## src/pkg/aqc_pkg.sv

```systemverilog
// Notes on behaviour
// - one conversion per software command
// - hardware pacing from internal or external clock
// - hardware triggers only in hardware-paced timing
// - buffered hardware-paced mode streams FIFO blocks to host
// - non-buffered mode host reads single samples
// - finite mode stops at preset count
// - reference trigger only in finite mode
// - continuous mode runs until stop command
// - FIFO overwrite flags overrun error
// - start, reference and pause trigger actions
// - digital triggers always, analog optional
// - start trigger or software start begins
// - end on count, reference or stop
// - load gain range before sampling channel
// - pause gates sample clock by level
package aqc_pkg;
    localparam int SAMPLE_W = 16;
    localparam int COUNT_W = 24;
    localparam int CHAN_W = 4;
    localparam int RANGE_W = 3;
    localparam int FIFO_AW = 4;
    localparam int FIFO_DEPTH = 16;
    localparam int DIV_W = 16;
    localparam int SCAN_LEN = 16;
    localparam logic [DIV_W-1:0] DIV_RESET = 16'h0018;
    localparam logic [COUNT_W-1:0] COUNT_RESET = 24'h00_0000;
    localparam logic [FIFO_AW:0] LEVEL_RESET = 5'h00;
    localparam bit HAS_ANALOG_TRIG = 1'b0;

    typedef enum logic [3:0] {
        AQC_IDLE = 4'b0001,
        AQC_ARMED = 4'b0010,
        AQC_RUN = 4'b0100,
        AQC_POST = 4'b1000
    } aqc_state_e;
endpackage

```

## src/hdl/aqc_acquisition_control.sv

```systemverilog
`timescale 1ns/1ps
`default_nettype none
module aqc_acquisition_control (
    // clock and reset
    input wire logic sys_clk,
    input wire logic rstn,
    // configuration
    input wire logic hw_paced,
    input wire logic buffered,
    input wire logic finite_mode,
    input wire logic ext_clock_sel,
    input wire logic [aqc_pkg::DIV_W-1:0] sample_div,
    input wire logic [aqc_pkg::COUNT_W-1:0] sample_count,
    input wire logic [aqc_pkg::COUNT_W-1:0] pretrig_count,
    input wire logic begin_trig_en,
    input wire logic begin_trig_falling,
    input wire logic ref_trig_en,
    input wire logic ref_trig_falling,
    input wire logic pause_en,
    input wire logic pause_active_high,
    input wire logic analog_trig_sel,
    input wire logic [aqc_pkg::CHAN_W-1:0] scan_last,
    input wire logic [aqc_pkg::RANGE_W-1:0] scan_range [aqc_pkg::SCAN_LEN],
    input wire logic [aqc_pkg::CHAN_W-1:0] scan_chan [aqc_pkg::SCAN_LEN],
    // software commands, one-cycle pulses
    input wire logic sw_arm,
    input wire logic sw_start,
    input wire logic sw_stop,
    input wire logic sw_convert,
    input wire logic overrun_clear,
    // pins from outside the clock domain
    input wire logic ext_sample_clk,
    input wire logic acq_begin_trigger,
    input wire logic acq_reference_stop_trigger,
    input wire logic acq_pause_gate,
    input wire logic analog_compare,
    // converter
    output logic conv_start,
    output logic [aqc_pkg::CHAN_W-1:0] mux_chan,
    output logic [aqc_pkg::RANGE_W-1:0] programmable_gain_amp,
    input wire logic conv_done,
    input wire logic [aqc_pkg::SAMPLE_W-1:0] conv_data,
    // sample drain: dma block stream or single reads
    output logic dma_valid,
    output logic [aqc_pkg::SAMPLE_W-1:0] dma_data,
    input wire logic dma_ready,
    input wire logic host_read,
    output logic [aqc_pkg::SAMPLE_W-1:0] host_data,
    output logic host_data_valid,
    // status
    output logic acq_busy,
    output logic acq_done,
    output logic overrun_err,
    output logic ref_cfg_err,
    output logic [aqc_pkg::FIFO_AW:0] fifo_level
);
    import aqc_pkg::*;

    ////////////////////////////////////////////////////////////////////////////
    // pin synchronisers: three stages, change accepted when 2nd and 3rd agree
    logic [4:0] pin_a_r, pin_b_r, pin_c_r, pin_q_r;
    logic [4:0] pin_a_nxt, pin_q_nxt, pin_rise, pin_fall;
    always_comb begin
        pin_a_nxt = {analog_compare, acq_pause_gate, acq_reference_stop_trigger,
                     acq_begin_trigger, ext_sample_clk};
        pin_q_nxt = pin_q_r;
        for (int i = 0; i < 5; i++) begin
            if (pin_b_r[i] == pin_c_r[i]) begin
                pin_q_nxt[i] = pin_c_r[i];
            end
        end
        pin_rise = pin_q_nxt & ~pin_q_r;
        pin_fall = ~pin_q_nxt & pin_q_r;
    end

    always_ff @(posedge sys_clk or negedge rstn) begin
        if (!rstn) begin
            pin_a_r <= 5'h00;
            pin_b_r <= 5'h00;
            pin_c_r <= 5'h00;
            pin_q_r <= 5'h00;
        end else begin
            pin_a_r <= pin_a_nxt;
            pin_b_r <= pin_a_r;
            pin_c_r <= pin_b_r;
            pin_q_r <= pin_q_nxt;
        end
    end

    ////////////////////////////////////////////////////////////////////////////
    // trigger decode
    logic use_analog, begin_evt, ref_evt, paused, hw_trig_ok;
    always_comb begin
        use_analog = analog_trig_sel && HAS_ANALOG_TRIG;
        hw_trig_ok = hw_paced;
        begin_evt = hw_trig_ok && begin_trig_en && (use_analog ? pin_rise[4] :
                    (begin_trig_falling ? pin_fall[1] : pin_rise[1]));
        ref_evt = hw_trig_ok && ref_trig_en && finite_mode && (use_analog ? pin_rise[4] :
                  (ref_trig_falling ? pin_fall[2] : pin_rise[2]));
        paused = hw_trig_ok && pause_en && (use_analog ? pin_q_r[4] :
                 (pin_q_r[3] == pause_active_high));
    end

    ////////////////////////////////////////////////////////////////////////////
    // acquisition sequencer
    aqc_state_e state_r, state_nxt;
    logic [DIV_W-1:0] div_r, div_nxt;
    logic [COUNT_W-1:0] cnt_r, cnt_nxt, post_r, post_nxt;
    logic [CHAN_W-1:0] step_r, step_nxt, chan_r, chan_nxt;
    logic busy_r, busy_nxt, done_r, done_nxt, cerr_r, cerr_nxt;
    logic conv_r, conv_nxt, inflight_r, inflight_nxt, tick, stop_now, push;
    logic [RANGE_W-1:0] gain_r, gain_nxt;
    always_comb begin
        state_nxt = state_r;
        div_nxt = div_r;
        cnt_nxt = cnt_r;
        post_nxt = post_r;
        step_nxt = step_r;
        done_nxt = done_r;
        cerr_nxt = cerr_r;
        conv_nxt = 1'b0;
        inflight_nxt = inflight_r;
        chan_nxt = chan_r;
        gain_nxt = gain_r;
        tick = 1'b0;
        push = conv_done && inflight_r;
        if (push) begin
            inflight_nxt = 1'b0;
        end
        if (ext_clock_sel) begin
            tick = pin_rise[0];
        end else if (div_r == '0) begin
            tick = 1'b1;
        end
        if (state_r == AQC_RUN || state_r == AQC_POST) begin
            div_nxt = (div_r == '0) ? sample_div : div_r - 1'b1;
        end
        stop_now = sw_stop
                   || (state_r == AQC_RUN && finite_mode && !ref_trig_en && cnt_r >= sample_count)
                   || (state_r == AQC_POST && post_r == '0);
        unique case (state_r)
            AQC_IDLE: begin
                if (sw_arm) begin
                    cerr_nxt = ref_trig_en && !finite_mode;
                    if (!(ref_trig_en && !finite_mode) && hw_paced) begin
                        state_nxt = AQC_ARMED;
                        cnt_nxt = COUNT_RESET;
                        done_nxt = 1'b0;
                        step_nxt = '0;
                        div_nxt = sample_div;
                    end
                end else if (!hw_paced && sw_convert && !inflight_r) begin
                    conv_nxt = 1'b1;
                    inflight_nxt = 1'b1;
                    chan_nxt = scan_chan[0];
                    gain_nxt = scan_range[0];
                end
            end
            AQC_ARMED: begin
                // begin on trigger or software start
                if (sw_stop) begin
                    state_nxt = AQC_IDLE;
                end else if (sw_start || begin_evt) begin
                    state_nxt = AQC_RUN;
                    chan_nxt = scan_chan[0];
                    gain_nxt = scan_range[0];
                end
            end
            AQC_RUN, AQC_POST: begin
                if (stop_now) begin
                    state_nxt = AQC_IDLE;
                    done_nxt = 1'b1;
                end else begin
                    if (state_r == AQC_RUN && ref_evt && cnt_r >= pretrig_count) begin
                        state_nxt = AQC_POST;
                        post_nxt = (sample_count > pretrig_count) ?
                                   sample_count - pretrig_count : '0;
                    end
                    if (tick && !paused && !inflight_r) begin
                        conv_nxt = 1'b1;
                        inflight_nxt = 1'b1;
                        cnt_nxt = cnt_r + 1'b1;
                        if (state_r == AQC_POST && post_r != '0) begin
                            post_nxt = post_r - 1'b1;
                        end
                        step_nxt = (step_r == scan_last) ? '0 : step_r + 1'b1;
                    end
                    // next range settles before next conversion
                    if (conv_r) begin
                        chan_nxt = scan_chan[step_r];
                        gain_nxt = scan_range[step_r];
                    end
                end
            end
        endcase
        busy_nxt = (state_nxt != AQC_IDLE);
    end

    always_ff @(posedge sys_clk or negedge rstn) begin
        if (!rstn) begin
            state_r <= AQC_IDLE;
            div_r <= DIV_RESET;
            cnt_r <= COUNT_RESET;
            post_r <= COUNT_RESET;
            step_r <= '0;
            busy_r <= 1'b0;
            done_r <= 1'b0;
            cerr_r <= 1'b0;
            conv_r <= 1'b0;
            inflight_r <= 1'b0;
            chan_r <= '0;
            gain_r <= '0;
        end else begin
            state_r <= state_nxt;
            div_r <= div_nxt;
            cnt_r <= cnt_nxt;
            post_r <= post_nxt;
            step_r <= step_nxt;
            busy_r <= busy_nxt;
            done_r <= done_nxt;
            cerr_r <= cerr_nxt;
            conv_r <= conv_nxt;
            inflight_r <= inflight_nxt;
            chan_r <= chan_nxt;
            gain_r <= gain_nxt;
        end
    end

    ////////////////////////////////////////////////////////////////////////////
    // sample fifo; full fifo overwrites its oldest entry
    logic [SAMPLE_W-1:0] mem_r [FIFO_DEPTH];
    logic [FIFO_AW-1:0] wp_r, wp_nxt, rp_r, rp_nxt;
    logic [FIFO_AW:0] lvl_r, lvl_nxt;
    logic ovr_r, ovr_nxt, full, pop, dv_r, dv_nxt, hv_r, hv_nxt;
    logic [SAMPLE_W-1:0] dd_r, dd_nxt, hd_r, hd_nxt;
    always_comb begin
        full = (lvl_r == FIFO_DEPTH[FIFO_AW:0]);
        wp_nxt = wp_r;
        rp_nxt = rp_r;
        lvl_nxt = lvl_r;
        ovr_nxt = ovr_r;
        dv_nxt = dv_r;
        dd_nxt = dd_r;
        hv_nxt = 1'b0;
        hd_nxt = hd_r;
        pop = 1'b0;
        if (buffered && hw_paced) begin
            if (dv_r && dma_ready) begin
                dv_nxt = 1'b0;
            end
            if (lvl_r != '0 && (!dv_r || dma_ready)) begin
                pop = 1'b1;
                dv_nxt = 1'b1;
                dd_nxt = mem_r[rp_r];
            end
        end else if (host_read && lvl_r != '0) begin
            pop = 1'b1;
            hv_nxt = 1'b1;
            hd_nxt = mem_r[rp_r];
        end
        if (overrun_clear || sw_arm) begin
            ovr_nxt = 1'b0;
        end
        if (push) begin
            wp_nxt = wp_r + 1'b1;
            if (full && !pop) begin
                ovr_nxt = 1'b1;
                rp_nxt = rp_r + 1'b1;
            end else if (!pop) begin
                lvl_nxt = lvl_r + 1'b1;
            end
        end
        if (pop) begin
            rp_nxt = rp_r + 1'b1;
            if (!push) begin
                lvl_nxt = lvl_r - 1'b1;
            end
        end
    end

    always_ff @(posedge sys_clk) begin
        if (push) begin
            mem_r[wp_r] <= conv_data;
        end
    end
    always_ff @(posedge sys_clk or negedge rstn) begin
        if (!rstn) begin
            wp_r <= '0;
            rp_r <= '0;
            lvl_r <= LEVEL_RESET;
            ovr_r <= 1'b0;
            dv_r <= 1'b0;
            dd_r <= '0;
            hv_r <= 1'b0;
            hd_r <= '0;
        end else begin
            wp_r <= wp_nxt;
            rp_r <= rp_nxt;
            lvl_r <= lvl_nxt;
            ovr_r <= ovr_nxt;
            dv_r <= dv_nxt;
            dd_r <= dd_nxt;
            hv_r <= hv_nxt;
            hd_r <= hd_nxt;
        end
    end

    assign conv_start = conv_r;
    assign mux_chan = chan_r;
    assign programmable_gain_amp = gain_r;
    assign dma_valid = dv_r;
    assign dma_data = dd_r;
    assign host_data = hd_r;
    assign host_data_valid = hv_r;
    assign acq_busy = busy_r;
    assign acq_done = done_r;
    assign overrun_err = ovr_r;
    assign ref_cfg_err = cerr_r;
    assign fifo_level = lvl_r;
endmodule
`default_nettype wire

```

## config.mk

```make
export PLATFORM = sky130hd
export DESIGN_NAME = aqc_acquisition_control
export DESIGN_NICKNAME = d
export VERILOG_FILES = /design/src/pkg/aqc_pkg.sv /design/src/hdl/aqc_acquisition_control.sv
export SDC_FILE = /design/constraint.sdc
export NUM_CORES = 1
export LEC_CHECK = 0
export BUFFER_PORTS_ARGS = -buffer_cell sky130_fd_sc_hd__buf_2
export CAP_MARGIN = 40
export CELL_PAD_IN_SITES_DETAIL_PLACEMENT = 1
export CELL_PAD_IN_SITES_GLOBAL_PLACEMENT = 1
export CORE_MARGIN = 1
export CORE_UTILIZATION = 51
export DETAILED_ROUTE_END_ITERATION = 16
export PLACE_DENSITY = 0.91
export SYNTH_ARGS = -nofsm -noshare
export SYNTH_HDL_FRONTEND = slang
export SYNTH_SLANG_ARGS = --single-unit
```

## constraint.sdc

```tcl
create_clock -name sys_clk -period 8.8 [get_ports sys_clk]
set_input_delay 1.76 -clock sys_clk [delete_from_list [all_inputs] [get_ports sys_clk]]
set_output_delay 1.76 -clock sys_clk [all_outputs]
set_load 0.005 [all_outputs]
```

# == Word level (Yosys, flattened, before mapping) ==
# Memory sizes are Yosys's and may differ from the RTL's.
# Index checks and enable logic that the tools add are counted.
# word_totals
out_inout_bits,51
word_cells,216
input_bits,222
ram_bits,256
register_bits,152
memories,1
# mem_list
memory,words,width,read_ports,rd_clocked_by_memory_dff,write_ports,line_no,rtl
mem_r,16,16,1,0,1,aqc_acquisition_control.sv:231,logic [SAMPLE_W-1:0] mem_r [FIFO_DEPTH];
# op_classes
bitwise,7
order_cmp,4
add_sub_neg,9
n_mux,90
reduce_logical,58
n_eq_ne,23
# op_table
operator,n
24-bit two-way mux,8
4-bit two-way mux,22
16-bit two-way mux,5
24-bit greater-or-equal comparator,2
24-bit case mux with 2 select lines,1
1-bit two-way mux,32
1-bit logical AND,26
5-bit two-way mux,5
24-bit by 1-bit adder with 24-bit output (second input constant),1
24-bit greater-than comparator,1
24-bit zero test,1
3-bit two-way mux,8
4-bit case mux with 3 select lines,2
24-bit nonzero test,1
24-bit by 1-bit subtractor with 24-bit output (second input constant),1
24-bit subtractor,1
2-bit != test (second input constant),10
4-bit binary-select mux with 4-bit select,1
16-bit zero test,1
16-bit by 1-bit subtractor with 16-bit output (second input constant),1
4-bit by 1-bit adder with 4-bit output (second input constant),3
3-bit binary-select mux with 4-bit select,1
2-bit AND reduction,6
3-bit case mux with 3 select lines,1
25 further kinds,50

# == Longest topological paths before layout ==
# logic_depth
word_depth,12
ltp_mapped,14
ltp_nobuf,12

# == Worst setup path after synthesis ==
# Ideal clock, no wire load.
# synth_timing
path_kind,in2reg
from,input pretrig_count[18] (netlist bit)
to,"register busy_r, in the netlist acq_busy"
arrival_time_ps,4162
path_slack_ps,4500
stages,9
n_path_buf,0
path_cell_list,inv_1 -> ha_1 -> nand4_1 -> or4_4 -> or4_4 -> a31oi_4 -> nand2b_1 -> a32oi_1 -> or4b_1
# synth_between
elab_chain_cells,6
# synth_rtl
item,line_no,rtl
"start, declared",aqc_acquisition_control.sv:14,"input wire logic [aqc_pkg::COUNT_W-1:0] pretrig_count,"
24-bit greater-or-equal comparator,aqc_acquisition_control.sv:174,if (state_r == AQC_RUN && ref_evt && cnt_r >= pretrig_count) begin
1-bit logical AND,aqc_acquisition_control.sv:174,
4-bit two-way mux,aqc_acquisition_control.sv:174,
4-bit two-way mux,aqc_acquisition_control.sv:170,if (stop_now) begin
4-bit case mux with 3 select lines,aqc_acquisition_control.sv:141,unique case (state_r)
named net state_nxt[2],aqc_acquisition_control.sv:106,"aqc_state_e state_r, state_nxt;"
4-bit by 1-bit != test with 1-bit output,aqc_acquisition_control.sv:196,busy_nxt = (state_nxt != AQC_IDLE);
named net busy_nxt,aqc_acquisition_control.sv:110,"logic busy_r, busy_nxt, done_r, done_nxt, cerr_r, cerr_nxt;"
"end signal, assigned",aqc_acquisition_control.sv:219,busy_r <= busy_nxt;
"end, declared",aqc_acquisition_control.sv:110,
# The timed path passes the listed nets, and every way through them passes these cells.
# A chain may end at the register's enable or synchronous reset.

# == Worst setup path in the final report ==
# layout_timing
from,input pause_active_high
to,register post_r[7]
# layout_between
elab_chain_cells,6
# layout_rtl
item,line_no,rtl
"start, declared",aqc_acquisition_control.sv:20,"input wire logic pause_active_high,"
1-bit == test,aqc_acquisition_control.sv:101,(pin_q_r[3] == pause_active_high));
1-bit logical AND,aqc_acquisition_control.sv:100,paused = hw_trig_ok && pause_en && (use_analog ? pin_q_r[4] :
1-bit zero test,aqc_acquisition_control.sv:179,if (tick && !paused && !inflight_r) begin
1-bit logical AND (2 in series),aqc_acquisition_control.sv:179,
24-bit two-way mux,aqc_acquisition_control.sv:179,
"end signal, assigned",aqc_acquisition_control.sv:217,post_r <= post_nxt;
"end, declared",aqc_acquisition_control.sv:108,"logic [COUNT_W-1:0] cnt_r, cnt_nxt, post_r, post_nxt;"
# Every way passes these cells.

==> results.py <==
metrics = {
    "place": {
        "post-place-cells": 2261,
        "port_buffers": 270,
        "dp_hpwl_microns": 44700,
        "gp_congestion": 0.941,
    },
    "timing": {
        "finalSetupTns_ps": 0,
        "fmax_mhz": 211,
        "slew_headroom": 0.348,
        "post-route-period-util": 0.539,
        "min_period_ps": 4740,
        "rsz0062_at_grt": "false",
        "fin_skew_ps": 26.9,
        "finalHoldViolCount": 0,
        "worst_pin_slew_ps": 975,
        "setup_viol": 0,
        "finalMaxSlewViolations": 0,
    },
    "synth": {
        "synthCells": 1493,
        "synth_edf_count": 256,
        "synth_cell_types": 81,
        "ys_warn_count": 0,
        "ys_ff_latch": 404,
        "synth.avg_cell_area_sq_um": 13.6,
        "ys.flop_type": "edfxtp_1",
        "ys_async_sr_fraction": 0.366,
        "ys_seq_area_frac": 0.563,
        "syn-cell-area_sq_mm": 0.0203,
        "synth_fp_nets": 1801,
    },
    "routing": {
        "first_pass_iters": 5,
        "routedWlPerCell_microns": 27.5,
        "first_iter_violations": 1365,
        "drt-total-wl_microns": 64500,
        "antenna_left": 0,
        "drc": 0,
        "via_count": 14923,
        "via_per_inst": 6.36,
    },
    "setup_path": {
        "regToRegEndpoint": "post_r[7]$_DFFE_PN0P_",
        "path_delay_family": "compound AO/OA/AOI/OAI gates",
        "critPathKind": "in2reg",
        "ff2ff_path_depth": 8,
        "cp_data_arrival_time_ps": 5160,
        "worst-path-max-fanout": 15,
        "required_ps": 9220,
        "crit_top_cell": "o21ai_0",
        "worst-path-stages": 10,
        "path_buf_inv": 2,
        "critical-path-slowest-cell": "nor2b_1",
        "endpoint": "post_r[7]$_DFFE_PN0P_",
        "path_cells": "buf_2 > xnor2_1 > and3_1 > a211oi_1 > o21ai_0 > nor2b_1 > o21ai_1 > buf_4 > o21ai_0 > o21ai_0",
        "r2r_slack_ps": 4820,
        "end_kind": "register",
        "startpoint_type": "input pin",
        "startpoint": "pause_active_high",
        "r2r-start": "div_r[2]$_DFF_PN0_",
        "worst_path_largest_cell_delay_ps": 830,
    },
    "clock_network": {
        "clock_sinks": 404,
        "clock_latency_ps": 590,
        "clockBufferDepth": 3,
        "cts_tree": "built",
        "cts_resized": 0,
        "htreeDepth": 2,
        "cts_setup_buffers": 0,
        "clk_pin_slew_worst_paths_ps": 60,
        "root_buffer": "clkbuf_16",
        "hold_buffers": 0,
        "cts_buffers": 43,
    },
    "floorplan": {
        "die_area_sq_mm": 0.0405,
        "core_sq_mm": 0.0389,
        "die_w_microns": 201,
        "pin_count": 273,
        "die_h_microns": 201,
        "row_count": 72,
        "initial_core_util": 0.520,
    },
    "cells_and_area": {
        "fin_util": 0.618,
        "fin_cells": 2346,
        "syn2layout_area_growth_pct": 18.8,
        "fin_nets": 2096,
        "drive_gt1_frac": 0.304,
    },
    "power": {
        "sw_frac_of_total": 0.315,
        "pwr-share-clk": 0.298,
        "leakage_uw": 0.00963,
        "finalPower_uw": 6270,
        "switching_power_uw": 1980,
        "power_frac_seq": 0.399,
        "p_int_uw": 4290,
        "ir_drop_uv": 167,
        "p_comb_frac": 0.303,
        "powerDensity_mw_per_mm2": 261,
    },
    "grt": {
        "grt_pass1_vias": 15946,
        "gr-total-overflow": 0,
        "grt_max_degree": 58,
        "antenna_found_initial": 7,
        "grt_use_total": 0.322,
        "grt_first_pass_wirelength_microns": 98200,
    },
    "hold_path": {
        "min_from": "pin_a_r[1]$_DFF_PN0_",
        "hold_class": "reg2reg",
    },
    "run_status": {
        "status": "complete, no violations",
    },
    "job": {
        "cap_violations": 0,
    },
}
-- power groups by stage --
stage,registers [uW],logic [uW],clock network (uW)
after floorplan,2410,1260,0
after global placement,2540,1630,0
after detailed placement,2520,1850,0
after CTS,2500,1900,1890
after global routing,2530,2030,1950
final,2500,1900,1870
-- sequential cells by signal (all words and copies together), names as in the netlist, 3 cells and up, named ones only --
name and cells:
pin_a_r 4, step_r 4, post_r 24, mux_chan 4
pin_b_r 4, host_data 16, programmable_gain_amp 3, pin_q_r 4
wp_r 4, fifo_level 4, rp_r 4, state_r 4
mem_r 256, cnt_r 24, pin_c_r 4, div_r 16
dma_data 16
-- layer usage --
metal / GRT usage / vias up / wire [microns]
li1: - / 6328 / -
met1: 0.422 / 7737 / 25400
met2: 0.544 / 679 / 32400
met3: 0.0544 / 175 / 4390
met4: 0.116 / 4 / 2320
met5: 0 / - / 30
-- metrics by stage --
step / worst slack, ps / cell area [sq um] / hold WS (ps)
after floorplan: 4500 / 20300 / 331
after global placement: 3710 / 22100 / 334
after detailed placement: 3590 / 22600 / 336
after CTS: 4210 / 24000 / 352
after global routing: 3950 / 24100 / 370
final: 4060 / 24100 / 348
-- cells in the mapped netlist (3+ instances only) --
library cell,number,area [sq um]
o22ai_1,6,37.5
dfstp_2,3,78.8
mux4_2,115,2590
a31oi_1,8,50.1
o2111ai_1,3,26.3
or3_1,6,37.5
or4_1,16,120
nand4_1,19,119
xor2_1,21,184
ha_1,85,1060
and4_1,3,26.3
nor4_1,12,75.1
a2bb2oi_1,4,35.0
nand2b_1,9,56.3
nor3_1,26,130
xnor2_1,31,272
or2_2,6,37.5
a21o_1,15,113
o21ai_0,76,380
and3_1,22,138
nor4b_1,4,35.0
o211ai_1,10,75.1
nand2_1,110,413
mux2_2,40,450
nor2_1,81,304
maj3_1,4,40.0
o311ai_0,3,26.3
inv_1,78,293
nand3_1,25,125
a22oi_1,10,75.1
edfxtp_1,256,7690
o41ai_1,3,26.3
clkbuf_1,32,120
a211oi_1,4,30.0
o31ai_1,8,60.1
o21bai_1,3,22.5
dfrtp_1,145,3630
o21a_1,4,30.0
a21oi_1,89,445
buf_6,3,33.8
nor2b_1,9,56.3
and2_1,19,119
buf_1,16,60.1
mux2i_1,4,40.0
-- kinds of logic after synthesis --
family	share of synthesized area
AOI/OAI and AO/OA	0.0823
xor gates and xnor gates	0.0225
adders and majority gates	0.0555
buffers and inverters	0.0260
DFF	0.563
muxes	0.152
and+or+nand+nor	0.0991
-- cell usage in the layout, fill, tap and decap left out, types with 21 or more instances in the layout --
| cell | instances |
|---|---|
| buf_2 | 269 |
| edfxtp_1 | 256 |
| dfrtp_1 | 142 |
| mux4_2 | 115 |
| nand2_1 | 110 |
| a21oi_1 | 88 |
| ha_1 | 85 |
| nor2_1 | 79 |
| inv_1 | 78 |
| o21ai_0 | 75 |
| clkbuf_16 | 43 |
| mux2_2 | 40 |
| xnor2_1 | 31 |
| nand3_1 | 25 |
| nor3_1 | 25 |
| and3_1 | 22 |
| xor2_1 | 21 |
-- worst register-to-register path, cell delays in order (launching register included) --
cell and delay, ps:
dfrtp_1 440, nor4_2 600, and4_1 690, o21ai_0 240, nor2b_1 830, o21ai_1 390
buf_4 330, o21ai_0 190, o21ai_0 120
-- cell type report --
type	count	area (sq um)
well taps	518	648
flip-flops and latches	404	11400
multi-input cells	957	8350
fillers	3878	14900
repair buffers	304	1920
diodes	5	12.5
inverters	78	293
clock buffers	63	1170
clock inverters	17	267
-- worst min path at each step --
stage          slack (ps)                    to  cells after the start
2_1_floorplan         330  pin_b_r[0]$_DFF_PN0_                      0
3_3_place_gp          330  pin_b_r[1]$_DFF_PN0_                      0
3_5_place_dp          340  pin_b_r[1]$_DFF_PN0_                      0
4_1_cts               350  pin_b_r[1]$_DFF_PN0_                      0
5_1_grt               370  pin_b_r[2]$_DFF_PN0_                      0
6_report              350  pin_b_r[1]$_DFF_PN0_                      0
Power figures use the tool's default switching activity.
